--- src/include/dwsl_pkg.sv ---
// Constants and types for the dual wiper serial latch
//==============================================================
// Contract
// - Serial input sampled only on serial clock rising edges; falls shift nothing.
// - Chip select active low, held low per transfer; latch loads on its rise.
// - Both wiper latches preset to midscale 128 at reset, no transfer needed.
// - Each latch holds 8 bits, decoded to exactly one of 256 taps.
// - Code 0x00 selects tap at B end; each increment moves toward A.
// - Wiper-to-A selection is the complement of the tap selection.
// - Word is 9 bits, MSB first: channel bit, then data 7 to 0.
// - While chip select low, one bit shifted per rising serial clock edge.
// - Bits beyond nine: earliest discarded, last nine kept.
package dwsl_pkg;
  localparam int         WORD_BITS    = 9;
  localparam int         CODE_BITS    = 8;
  localparam int         TAP_COUNT    = 256;
  localparam int         CHAN_POS     = 8;
  localparam logic [7:0] MIDSCALE_RST = 8'h80;
  localparam int         SYNC_STAGES  = 2;

  typedef struct packed {
    logic sclk;
    logic serial_input_line;
    logic cs_b;
  } dwsl_serial_s;

  typedef struct packed {
    logic [255:0] tap_b;
    logic [255:0] tap_a;
  } dwsl_taps_s;
endpackage : dwsl_pkg

--- src/rtl/dwsl_tap_decode.sv ---
// One-hot tap decoder for a single wiper latch
`timescale 1ns/1ns
module dwsl_tap_decode
  import dwsl_pkg::*;
#(
  parameter int TAPS = dwsl_pkg::TAP_COUNT
) (
  input  wire logic                 clk,
  input  wire logic                 rst_b,
  input  wire logic [CODE_BITS-1:0] code,
  output dwsl_pkg::dwsl_taps_s      taps_q
);
  import dwsl_pkg::*;

  initial begin
    if (TAPS != (1 << CODE_BITS)) $error("TAPS must equal 2**CODE_BITS");
  end

  dwsl_taps_s taps_d;

  //==============================================================
  // Decode
  always_comb begin
    taps_d = '0;
    taps_d.tap_b[code] = 1'b1;
    taps_d.tap_a = ~taps_d.tap_b;
  end

  always_ff @(posedge clk) begin
    if (!rst_b) begin
      taps_q.tap_b <= 256'h1 << MIDSCALE_RST;
      taps_q.tap_a <= ~(256'h1 << MIDSCALE_RST);
    end else begin
      taps_q <= taps_d;
    end
  end

  a_one_hot_tap : assert property (@(posedge clk) disable iff (!rst_b)
    $onehot(taps_q.tap_b)) else $error("Tap selection not one-hot");
  a_tap_follows_code : assert property (@(posedge clk) disable iff (!rst_b)
    ##1 taps_q.tap_b[$past(code)]) else $error("Tap mismatch");
  a_a_complement : assert property (@(posedge clk) disable iff (!rst_b)
    taps_q.tap_a == ~taps_q.tap_b) else $error("A side not complement");
endmodule : dwsl_tap_decode

--- src/rtl/dwsl_serial_latch.sv ---
// Serial shifter and two wiper setting latches
`timescale 1ns/1ns
module dwsl_serial_latch
  import dwsl_pkg::*;
(
  input  wire logic                 clk,
  input  wire logic                 rst_b,
  input  dwsl_pkg::dwsl_serial_s    serial_in,
  output logic [CODE_BITS-1:0]      wiper_setting_latch_one,
  output logic [CODE_BITS-1:0]      wiper_setting_latch_two,
  output dwsl_pkg::dwsl_taps_s      wiper_terminal_one,
  output dwsl_pkg::dwsl_taps_s      wiper_terminal_two
);
  import dwsl_pkg::*;

  //==============================================================
  // Elaboration checks
  // The shifter, channel decode and latch slices assume this word shape
  initial begin
    if (WORD_BITS != CODE_BITS + 1) begin
      $error("Word must be one channel bit plus the code");
    end
    if (CHAN_POS != WORD_BITS - 1) begin
      $error("Channel bit must be the top bit of the word");
    end
    if (SYNC_STAGES != 2) begin
      $error("Only a two stage synchroniser is built");
    end
  end

  //==============================================================
  // Input synchronisers
  // Pins are asynchronous to clk; nothing reads sync1_q but sync2_q.
  // Reset values match the idle pins so no false edge follows reset.
  dwsl_serial_s sync1_q;
  dwsl_serial_s sync2_q;
  dwsl_serial_s prev_q;

  always_ff @(posedge clk) begin
    if (!rst_b) begin
      sync1_q <= 3'b001;
      sync2_q <= 3'b001;
      prev_q  <= 3'b001;
    end else begin
      sync1_q <= serial_in;
      sync2_q <= sync1_q;
      prev_q  <= sync2_q;
    end
  end

  logic sclk_rise;
  logic cs_rise;
  assign sclk_rise = sync2_q.sclk & ~prev_q.sclk;
  assign cs_rise   = sync2_q.cs_b & ~prev_q.cs_b;

  //==============================================================
  // Shift register
  // Holds only nine bits, so older excess bits fall off the top
  logic [WORD_BITS-1:0] shift_q;

  always_ff @(posedge clk) begin
    if (!rst_b) begin
      shift_q <= '0;
    end else if (sclk_rise && !sync2_q.cs_b) begin
      shift_q <= {shift_q[WORD_BITS-2:0], sync2_q.serial_input_line};
    end
  end

  //==============================================================
  // Wiper latches
  // A short frame leaves older bits in the shifter; they are loaded
  // along with the new ones, which the controller must allow for.
  logic [CODE_BITS-1:0] latch_one_q;
  logic [CODE_BITS-1:0] latch_two_q;

  // Loaded only on the select rise, so a partial frame never shows
  always_ff @(posedge clk) begin
    if (!rst_b) begin
      latch_one_q <= MIDSCALE_RST;
    end else if (cs_rise && !shift_q[CHAN_POS]) begin
      latch_one_q <= shift_q[CODE_BITS-1:0];
    end
  end

  always_ff @(posedge clk) begin
    if (!rst_b) begin
      latch_two_q <= MIDSCALE_RST;
    end else if (cs_rise && shift_q[CHAN_POS]) begin
      latch_two_q <= shift_q[CODE_BITS-1:0];
    end
  end

  assign wiper_setting_latch_one = latch_one_q;
  assign wiper_setting_latch_two = latch_two_q;

  dwsl_tap_decode u_dec_one (
    .clk    (clk),
    .rst_b  (rst_b),
    .code   (latch_one_q),
    .taps_q (wiper_terminal_one)
  );

  dwsl_tap_decode u_dec_two (
    .clk    (clk),
    .rst_b  (rst_b),
    .code   (latch_two_q),
    .taps_q (wiper_terminal_two)
  );

  //==============================================================
  // Checks
  a_no_shift_fall : assert property (@(posedge clk) disable iff (!rst_b)
    !sclk_rise |=> $stable(shift_q)) else $error("Shift without rise");
  a_shift_on_rise : assert property (@(posedge clk) disable iff (!rst_b)
    sclk_rise && !sync2_q.cs_b |=>
    shift_q == {$past(shift_q[7:0]), $past(sync2_q.serial_input_line)})
    else $error("Bad shift");
  a_hold_cs_high : assert property (@(posedge clk) disable iff (!rst_b)
    sync2_q.cs_b |=> $stable(shift_q)) else $error("Shift while idle");
  a_latch_only_rise : assert property (@(posedge clk) disable iff (!rst_b)
    !cs_rise |=> $stable(latch_one_q) && $stable(latch_two_q))
    else $error("Latch changed without select rise");
  a_chan_zero_load : assert property (@(posedge clk) disable iff (!rst_b)
    cs_rise && !shift_q[8] |=> latch_one_q == $past(shift_q[7:0]) &&
    $stable(latch_two_q)) else $error("Channel one load wrong");
  a_chan_one_load : assert property (@(posedge clk) disable iff (!rst_b)
    cs_rise && shift_q[8] |=> latch_two_q == $past(shift_q[7:0]) &&
    $stable(latch_one_q)) else $error("Channel two load wrong");
  a_reset_mid : assert property (@(posedge clk)
    !rst_b |=> latch_one_q == 8'h80 && latch_two_q == 8'h80)
    else $error("Not midscale after reset");
  a_last_nine : assert property (@(posedge clk) disable iff (!rst_b)
    sclk_rise && !sync2_q.cs_b |=> shift_q[8] == $past(shift_q[7]))
    else $error("Excess bit kept");

  c_load_one : cover property (@(posedge clk) cs_rise && !shift_q[8]);
  c_load_two : cover property (@(posedge clk) cs_rise && shift_q[8]);
  c_shift_bit : cover property (@(posedge clk) sclk_rise && !sync2_q.cs_b);

  //==============================================================
  // Frame bit counter
  // Observation only; saturates so a long frame cannot wrap to nine
  logic [3:0] bits_seen_q;

  always_ff @(posedge clk) begin
    if (!rst_b) begin
      bits_seen_q <= 4'h0;
    end else if (sync2_q.cs_b) begin
      bits_seen_q <= 4'h0;
    end else if (sclk_rise && bits_seen_q != 4'hf) begin
      bits_seen_q <= bits_seen_q + 4'h1;
    end
  end

  c_long_frame : cover property (@(posedge clk)
    cs_rise && bits_seen_q > 4'h9);
  c_short_frame : cover property (@(posedge clk)
    cs_rise && bits_seen_q < 4'h9 && bits_seen_q != 4'h0);

  //==============================================================
  // Output checks
  // Taps trail the latch by one cycle because the decoder is registered
  a_term_one_code : assert property (@(posedge clk) disable iff (!rst_b)
    ##1 wiper_terminal_one.tap_b[$past(latch_one_q)])
    else $error("Terminal one tap wrong");
  a_term_two_code : assert property (@(posedge clk) disable iff (!rst_b)
    ##1 wiper_terminal_two.tap_b[$past(latch_two_q)])
    else $error("Terminal two tap wrong");
  a_term_one_inv : assert property (@(posedge clk) disable iff (!rst_b)
    wiper_terminal_one.tap_a == ~wiper_terminal_one.tap_b)
    else $error("Terminal one A side wrong");
  a_term_two_inv : assert property (@(posedge clk) disable iff (!rst_b)
    wiper_terminal_two.tap_a == ~wiper_terminal_two.tap_b)
    else $error("Terminal two A side wrong");
  a_reset_taps : assert property (@(posedge clk)
    !rst_b |=> wiper_terminal_one.tap_b[MIDSCALE_RST] &&
    wiper_terminal_two.tap_b[MIDSCALE_RST])
    else $error("Taps not midscale after reset");
  a_term_one_hot : assert property (@(posedge clk) disable iff (!rst_b)
    $onehot(wiper_terminal_one.tap_b))
    else $error("Terminal one not one-hot");
  a_term_two_hot : assert property (@(posedge clk) disable iff (!rst_b)
    $onehot(wiper_terminal_two.tap_b))
    else $error("Terminal two not one-hot");
  a_rise_single : assert property (@(posedge clk) disable iff (!rst_b)
    sclk_rise |=> !sclk_rise)
    else $error("Serial clock rise seen twice");
  a_out_one_latch : assert property (@(posedge clk) disable iff (!rst_b)
    wiper_setting_latch_one == latch_one_q)
    else $error("Latch one output differs");
  a_out_two_latch : assert property (@(posedge clk) disable iff (!rst_b)
    wiper_setting_latch_two == latch_two_q)
    else $error("Latch two output differs");
endmodule : dwsl_serial_latch

--- config.mk ---
export PLATFORM = sky130hd
export DESIGN_NAME = dwsl_serial_latch
export DESIGN_NICKNAME = d
export VERILOG_FILES = /design/src/include/dwsl_pkg.sv /design/src/rtl/dwsl_tap_decode.sv /design/src/rtl/dwsl_serial_latch.sv
export SDC_FILE = /design/constraint.sdc
export NUM_CORES = 1
export LEC_CHECK = 0
export BUFFER_PORTS_ARGS = -buffer_cell sky130_fd_sc_hd__buf_4
export CAP_MARGIN = 15
export CORE_AREA = 2 2 404 406
export CTS_CLUSTER_DIAMETER = 60
export DETAILED_ROUTE_END_ITERATION = 16
export DIE_AREA = 0 0 406 408
export GPL_TIMING_DRIVEN = 0
export PLACE_DENSITY = 0.42
export SYNTH_ARGS = -nofsm -noshare
export SYNTH_HDL_FRONTEND = slang
export SYNTH_SLANG_ARGS = --single-unit
--- constraint.sdc ---
create_clock -name clk -period 2.7 [get_ports clk]
set_clock_uncertainty 0.1 [all_clocks]
set_input_delay 0.81 -clock clk [delete_from_list [all_inputs] [get_ports clk]]
set_output_delay 0.81 -clock clk [all_outputs]
set_load 0.01 [all_outputs]
==> summary.md <==
| Metric | Value |
|---|---|
| Wire length of the first global-routing pass | `196000 um` |
| Maximum buffer depth of the clock tree | `3` |
| DR vias/cell | `4.05` |
| Setup crit start kind | `input pin` |
| Number of nets in the final layout | `3810` |
| Largest net degree at the start of global routing | `19` |
| Critical path start-end classification | `in2reg` |
| Final wirelength | `145000 um` |
| Horizontal die dimension | `406 um` |
| Vias in the first global route | `24.4k` |
| Arr. time, crit path | `3040 ps` |
| Fraction of power consumed by sequential logic | `0.491` |
| Number of different library cells in the post-synthesis netlist | `48` |
| Share of total power consumed by net switching | `0.219` |
| Number of endpoints failing setup at the final stage | `0` |
| Critical path endpoint category | `flop` |
| Overall Global Routing Usage | `0.167` |
| Core area | `0.162 sq mm` |
| Aggregate negative setup slack | `0 ps` |
| Kind of path behind the tightest hold check | `in2reg` |
| Worst path cell trace | `buf_4 -> clkbuf_2 -> buf_8 -> buf_4 -> nand3_1 -> buf_2 -> buf_1 -> nor3_1` |
| Instance area at placement | `0.0404 sq mm` |
| Cell Count, Final, Fillers Out | `6075` |
| Portion of the post-synthesis area used by sequential elements | `0.710` |
| Die ar. | `0.166 sq mm` |
| Tcrit/Tclk final | `0.952` |
| Clock latency of the later-clocked register in the worst-skew pair | `730 ps` |
| Largest stage delay on the critical path | `500 ps` |
| Synthesized flop and latch total | `1057` |
| Proportion of register bits with asynchronous set or reset after synthesis | `0` |
| Detailed-route DRC error count | `0` |
| Count of standard-cell rows | `148` |
| Hold Violations, Final | `0` |
| Net load switching power | `6.96 mW` |
| Level count of the clock H-tree | `3` |
| Commonest non-fill, non-tap cell in the layout | `sky130_fd_sc_hd__buf_4` |
| Final Hold Slack | `169 ps` |
| Average size of a mapped cell | `11.3 sq um` |
| Most frequent cells in the layout | `sky130_fd_sc_hd__buf_4, sky130_fd_sc_hd__dfxtp_1, sky130_fd_sc_hd__nand3_1, sky130_fd_sc_hd__nor3_1, sky130_fd_sc_hd__clkbuf_1` |
| TritonCTS clock tree | `yes` |
| Count of antenna-violating nets left after detailed routing | `0` |
| Total CTS buffers | `119` |
| Critical Path Slowest Stage Cell | `sky130_fd_sc_hd__nor3_1` |
| Layout Cell Area excl Fill | `0.0444 sq mm` |
| Part of the power in the clock network | `0.503` |
| Master cell of the clock root buffer | `sky130_fd_sc_hd__clkbuf_16` |
| Minimum clock period | `2570 ps` |
| Proportion of layout cells with a drive suffix above 1 | `0.366` |
| Slew at the pin closest to its max-slew limit | `971 ps` |
| Combinational power share | `0.006` |
| GRT Residual Overflow | `0` |
| Maximum vdd ir drop | `0.567 mV` |
| Detail-routed net length per standard cell | `23.8 um` |
| Max-cap violations | `0` |
| Post-Route Utilization | `0.274` |
| Max transition margin | `0.353` |
| Number of standard cells after synthesis | `2645` |
| Count of pins over their slew limit | `0` |
| Maximum net fanout on the critical path | `10` |
| Initial core utilization | `0.184` |
| Status | `finished clean` |
| Number of buffers added on ports | `1044` |
| Number of top-level pins | `1045` |
| RSZ-0062 raised after global routing | `false` |
| Commonest register cell after synthesis | `sky130_fd_sc_hd__dfxtp_1` |
| Syn_nets | `2650` |
| Die Y | `408 um` |
| DR pass1 iterations | `5` |
| Clock-pin transition on the worst setup and hold timing paths | `60 ps` |
| Count of routing violations after the opening detailed-route iteration | `1347` |
| Post-synth design cell area | `0.0298 sq mm` |
| Total of fill cells in the finished design | `17.3k` |
| FMAX | `0.389 GHz` |
| Power per cell area | `717 mW/mm^2` |
| Placed wire-length estimate | `112000 um` |
| Initial antenna violation count | `4` |
| Number of cells in the design after placement | `5865` |
| Pleak | `17.1 nW` |
| RD Place Congestion | `0.809` |
| Number of enable-type register cells in the synthesized netlist | `0` |
| Top cell by count, worst path | `sky130_fd_sc_hd__buf_4` |
| Area grow syn2layout | `48.9%` |
| Cell Int Power | `24.8 mW` |
| Yosys synthesis warning count | `0` |
| Sinks on Clock Net | `1057` |
| Data required time of the critical path | `3170 ps` |
| Vias post-DR | `24.6k` |
[per-stage QoR]
stage | setup WS, ps | power, mW
5_1_grt | 8.90 | 32.9
3_3_place_gp | -1820 | 16.1
4_1_cts | -19.4 | 32.2
2_1_floorplan | 635 | 16.0
3_5_place_dp | -1480 | 16.1
6_report | 130 | 31.8
[flip-flops by register name, indices dropped and copies added (netlist names)]
signal / count
wiper_setting_latch_one: 8
wiper_setting_latch_two: 8
u_dec_two.taps_q: 512
sync1_q: 3
prev_q: 2
sync2_q: 3
u_dec_one.taps_q: 512
shift_q: 9
[cells in the mapped netlist (5+ instances only)]
cell | count | area [sq um]
sky130_fd_sc_hd__nand3b_1 | 5 | 37.5
sky130_fd_sc_hd__nor4bb_1 | 12 | 120
sky130_fd_sc_hd__clkbuf_1 | 200 | 751
sky130_fd_sc_hd__nand2b_1 | 12 | 75.1
sky130_fd_sc_hd__nor4_1 | 45 | 282
sky130_fd_sc_hd__buf_2 | 82 | 410
sky130_fd_sc_hd__nand2_1 | 29 | 109
sky130_fd_sc_hd__nand3_1 | 469 | 2350
sky130_fd_sc_hd__nand4bb_1 | 14 | 158
sky130_fd_sc_hd__nor3_2 | 21 | 210
sky130_fd_sc_hd__nor3_1 | 445 | 2230
sky130_fd_sc_hd__or4b_1 | 6 | 60.1
sky130_fd_sc_hd__buf_1 | 64 | 240
sky130_fd_sc_hd__nand4_1 | 43 | 269
sky130_fd_sc_hd__dfxtp_1 | 1057 | 21200
sky130_fd_sc_hd__and2_1 | 11 | 68.8
sky130_fd_sc_hd__buf_6 | 14 | 158
sky130_fd_sc_hd__mux2i_1 | 25 | 250
sky130_fd_sc_hd__and4b_1 | 8 | 80.1
sky130_fd_sc_hd__nor4b_4 | 6 | 143
sky130_fd_sc_hd__nor2b_1 | 12 | 75.1
sky130_fd_sc_hd__buf_4 | 11 | 82.6
sky130_fd_sc_hd__nand4b_1 | 5 | 43.8
[final timing paths]
check	startpoint	endpoint	slack (ps)	depth (start not counted)
worst max-delay path	rst_b	u_dec_one.taps_q[478]	130	8
worst min-delay path	serial_in[0]	sync1_q[0]	170	2
worst max register to register	wiper_setting_latch_one[6]	u_dec_one.taps_q[478]	140	5
worst min register to register	sync1_q[0]	sync2_q[0]	320	1
[per-layer routing]
layer	part of all wire	wire [um]	track usage	vias up
met5	0.000090	13	0	-
met4	0.035	5090	0.0613	2
met3	0.089	12800	0.0604	226
met2	0.49	71300	0.289	889
met1	0.38	55400	0.188	12100
li1	-	-	-	11400
[logic make-up (layout without fill, tap and decap cells)]
| group | count (synthesis) | after routing | synth area share |
|---|---|---|---|
| other | 0 | 3 | 0 |
| muxes | 25 | 25 | 0.00840 |
| DFF | 1057 | 1057 | 0.710 |
| AOI/OAI and AO/OA | 4 | 4 | 0.000966 |
| buffers and inverters | 375 | 1627 | 0.0561 |
| and+or+nand+nor | 1184 | 1184 | 0.224 |
[worst max-delay path: cells and delay by family]
family	cells	cell delay, ps
and+or+nand+nor	2	630
buffers and inverters	6	1550
[final cells by class]
cell class / count / area (sq um) / share of cell area
tap: 2175 / 2720 / 0.0614
multi-input combinational: 1213 / 7030 / 0.158
antenna: 3 / 7.51 / 0.000169
inverter: 1 / 3.75 / 0.0000846
clock buffer: 171 / 3390 / 0.0765
clock inverter: 42 / 513 / 0.0116
sequential: 1057 / 21200 / 0.477
timing repair buffer: 1045 / 7850 / 0.177
buffer: 368 / 1670 / 0.0377
[repair_timing]
| item | 4_1_cts | 5_1_grt |
|---|---|---|
| hold buffers | 0 | 0 |
| setup buffers | 0 | 0 |
| endpoints found under the hold margin | 0 | 0 |
| gates resized for setup | 25 | 30 |
| setup endpoints to repair | 483 | 101 |
| gates cloned | 0 | 0 |
[power by group through the flow]
stage | combinational, mW | clock (mW) | sequential, mW
after floorplan | 0.0934 | 0 | 15.9
after global placement | 0.187 | 0 | 16.0
after detailed placement | 0.190 | 0 | 16.0
after CTS | 0.191 | 16.4 | 15.6
after global routing | 0.202 | 17.1 | 15.6
final | 0.183 | 16.0 | 15.6
No activity file was read; power rests on OpenSTA's default activity.
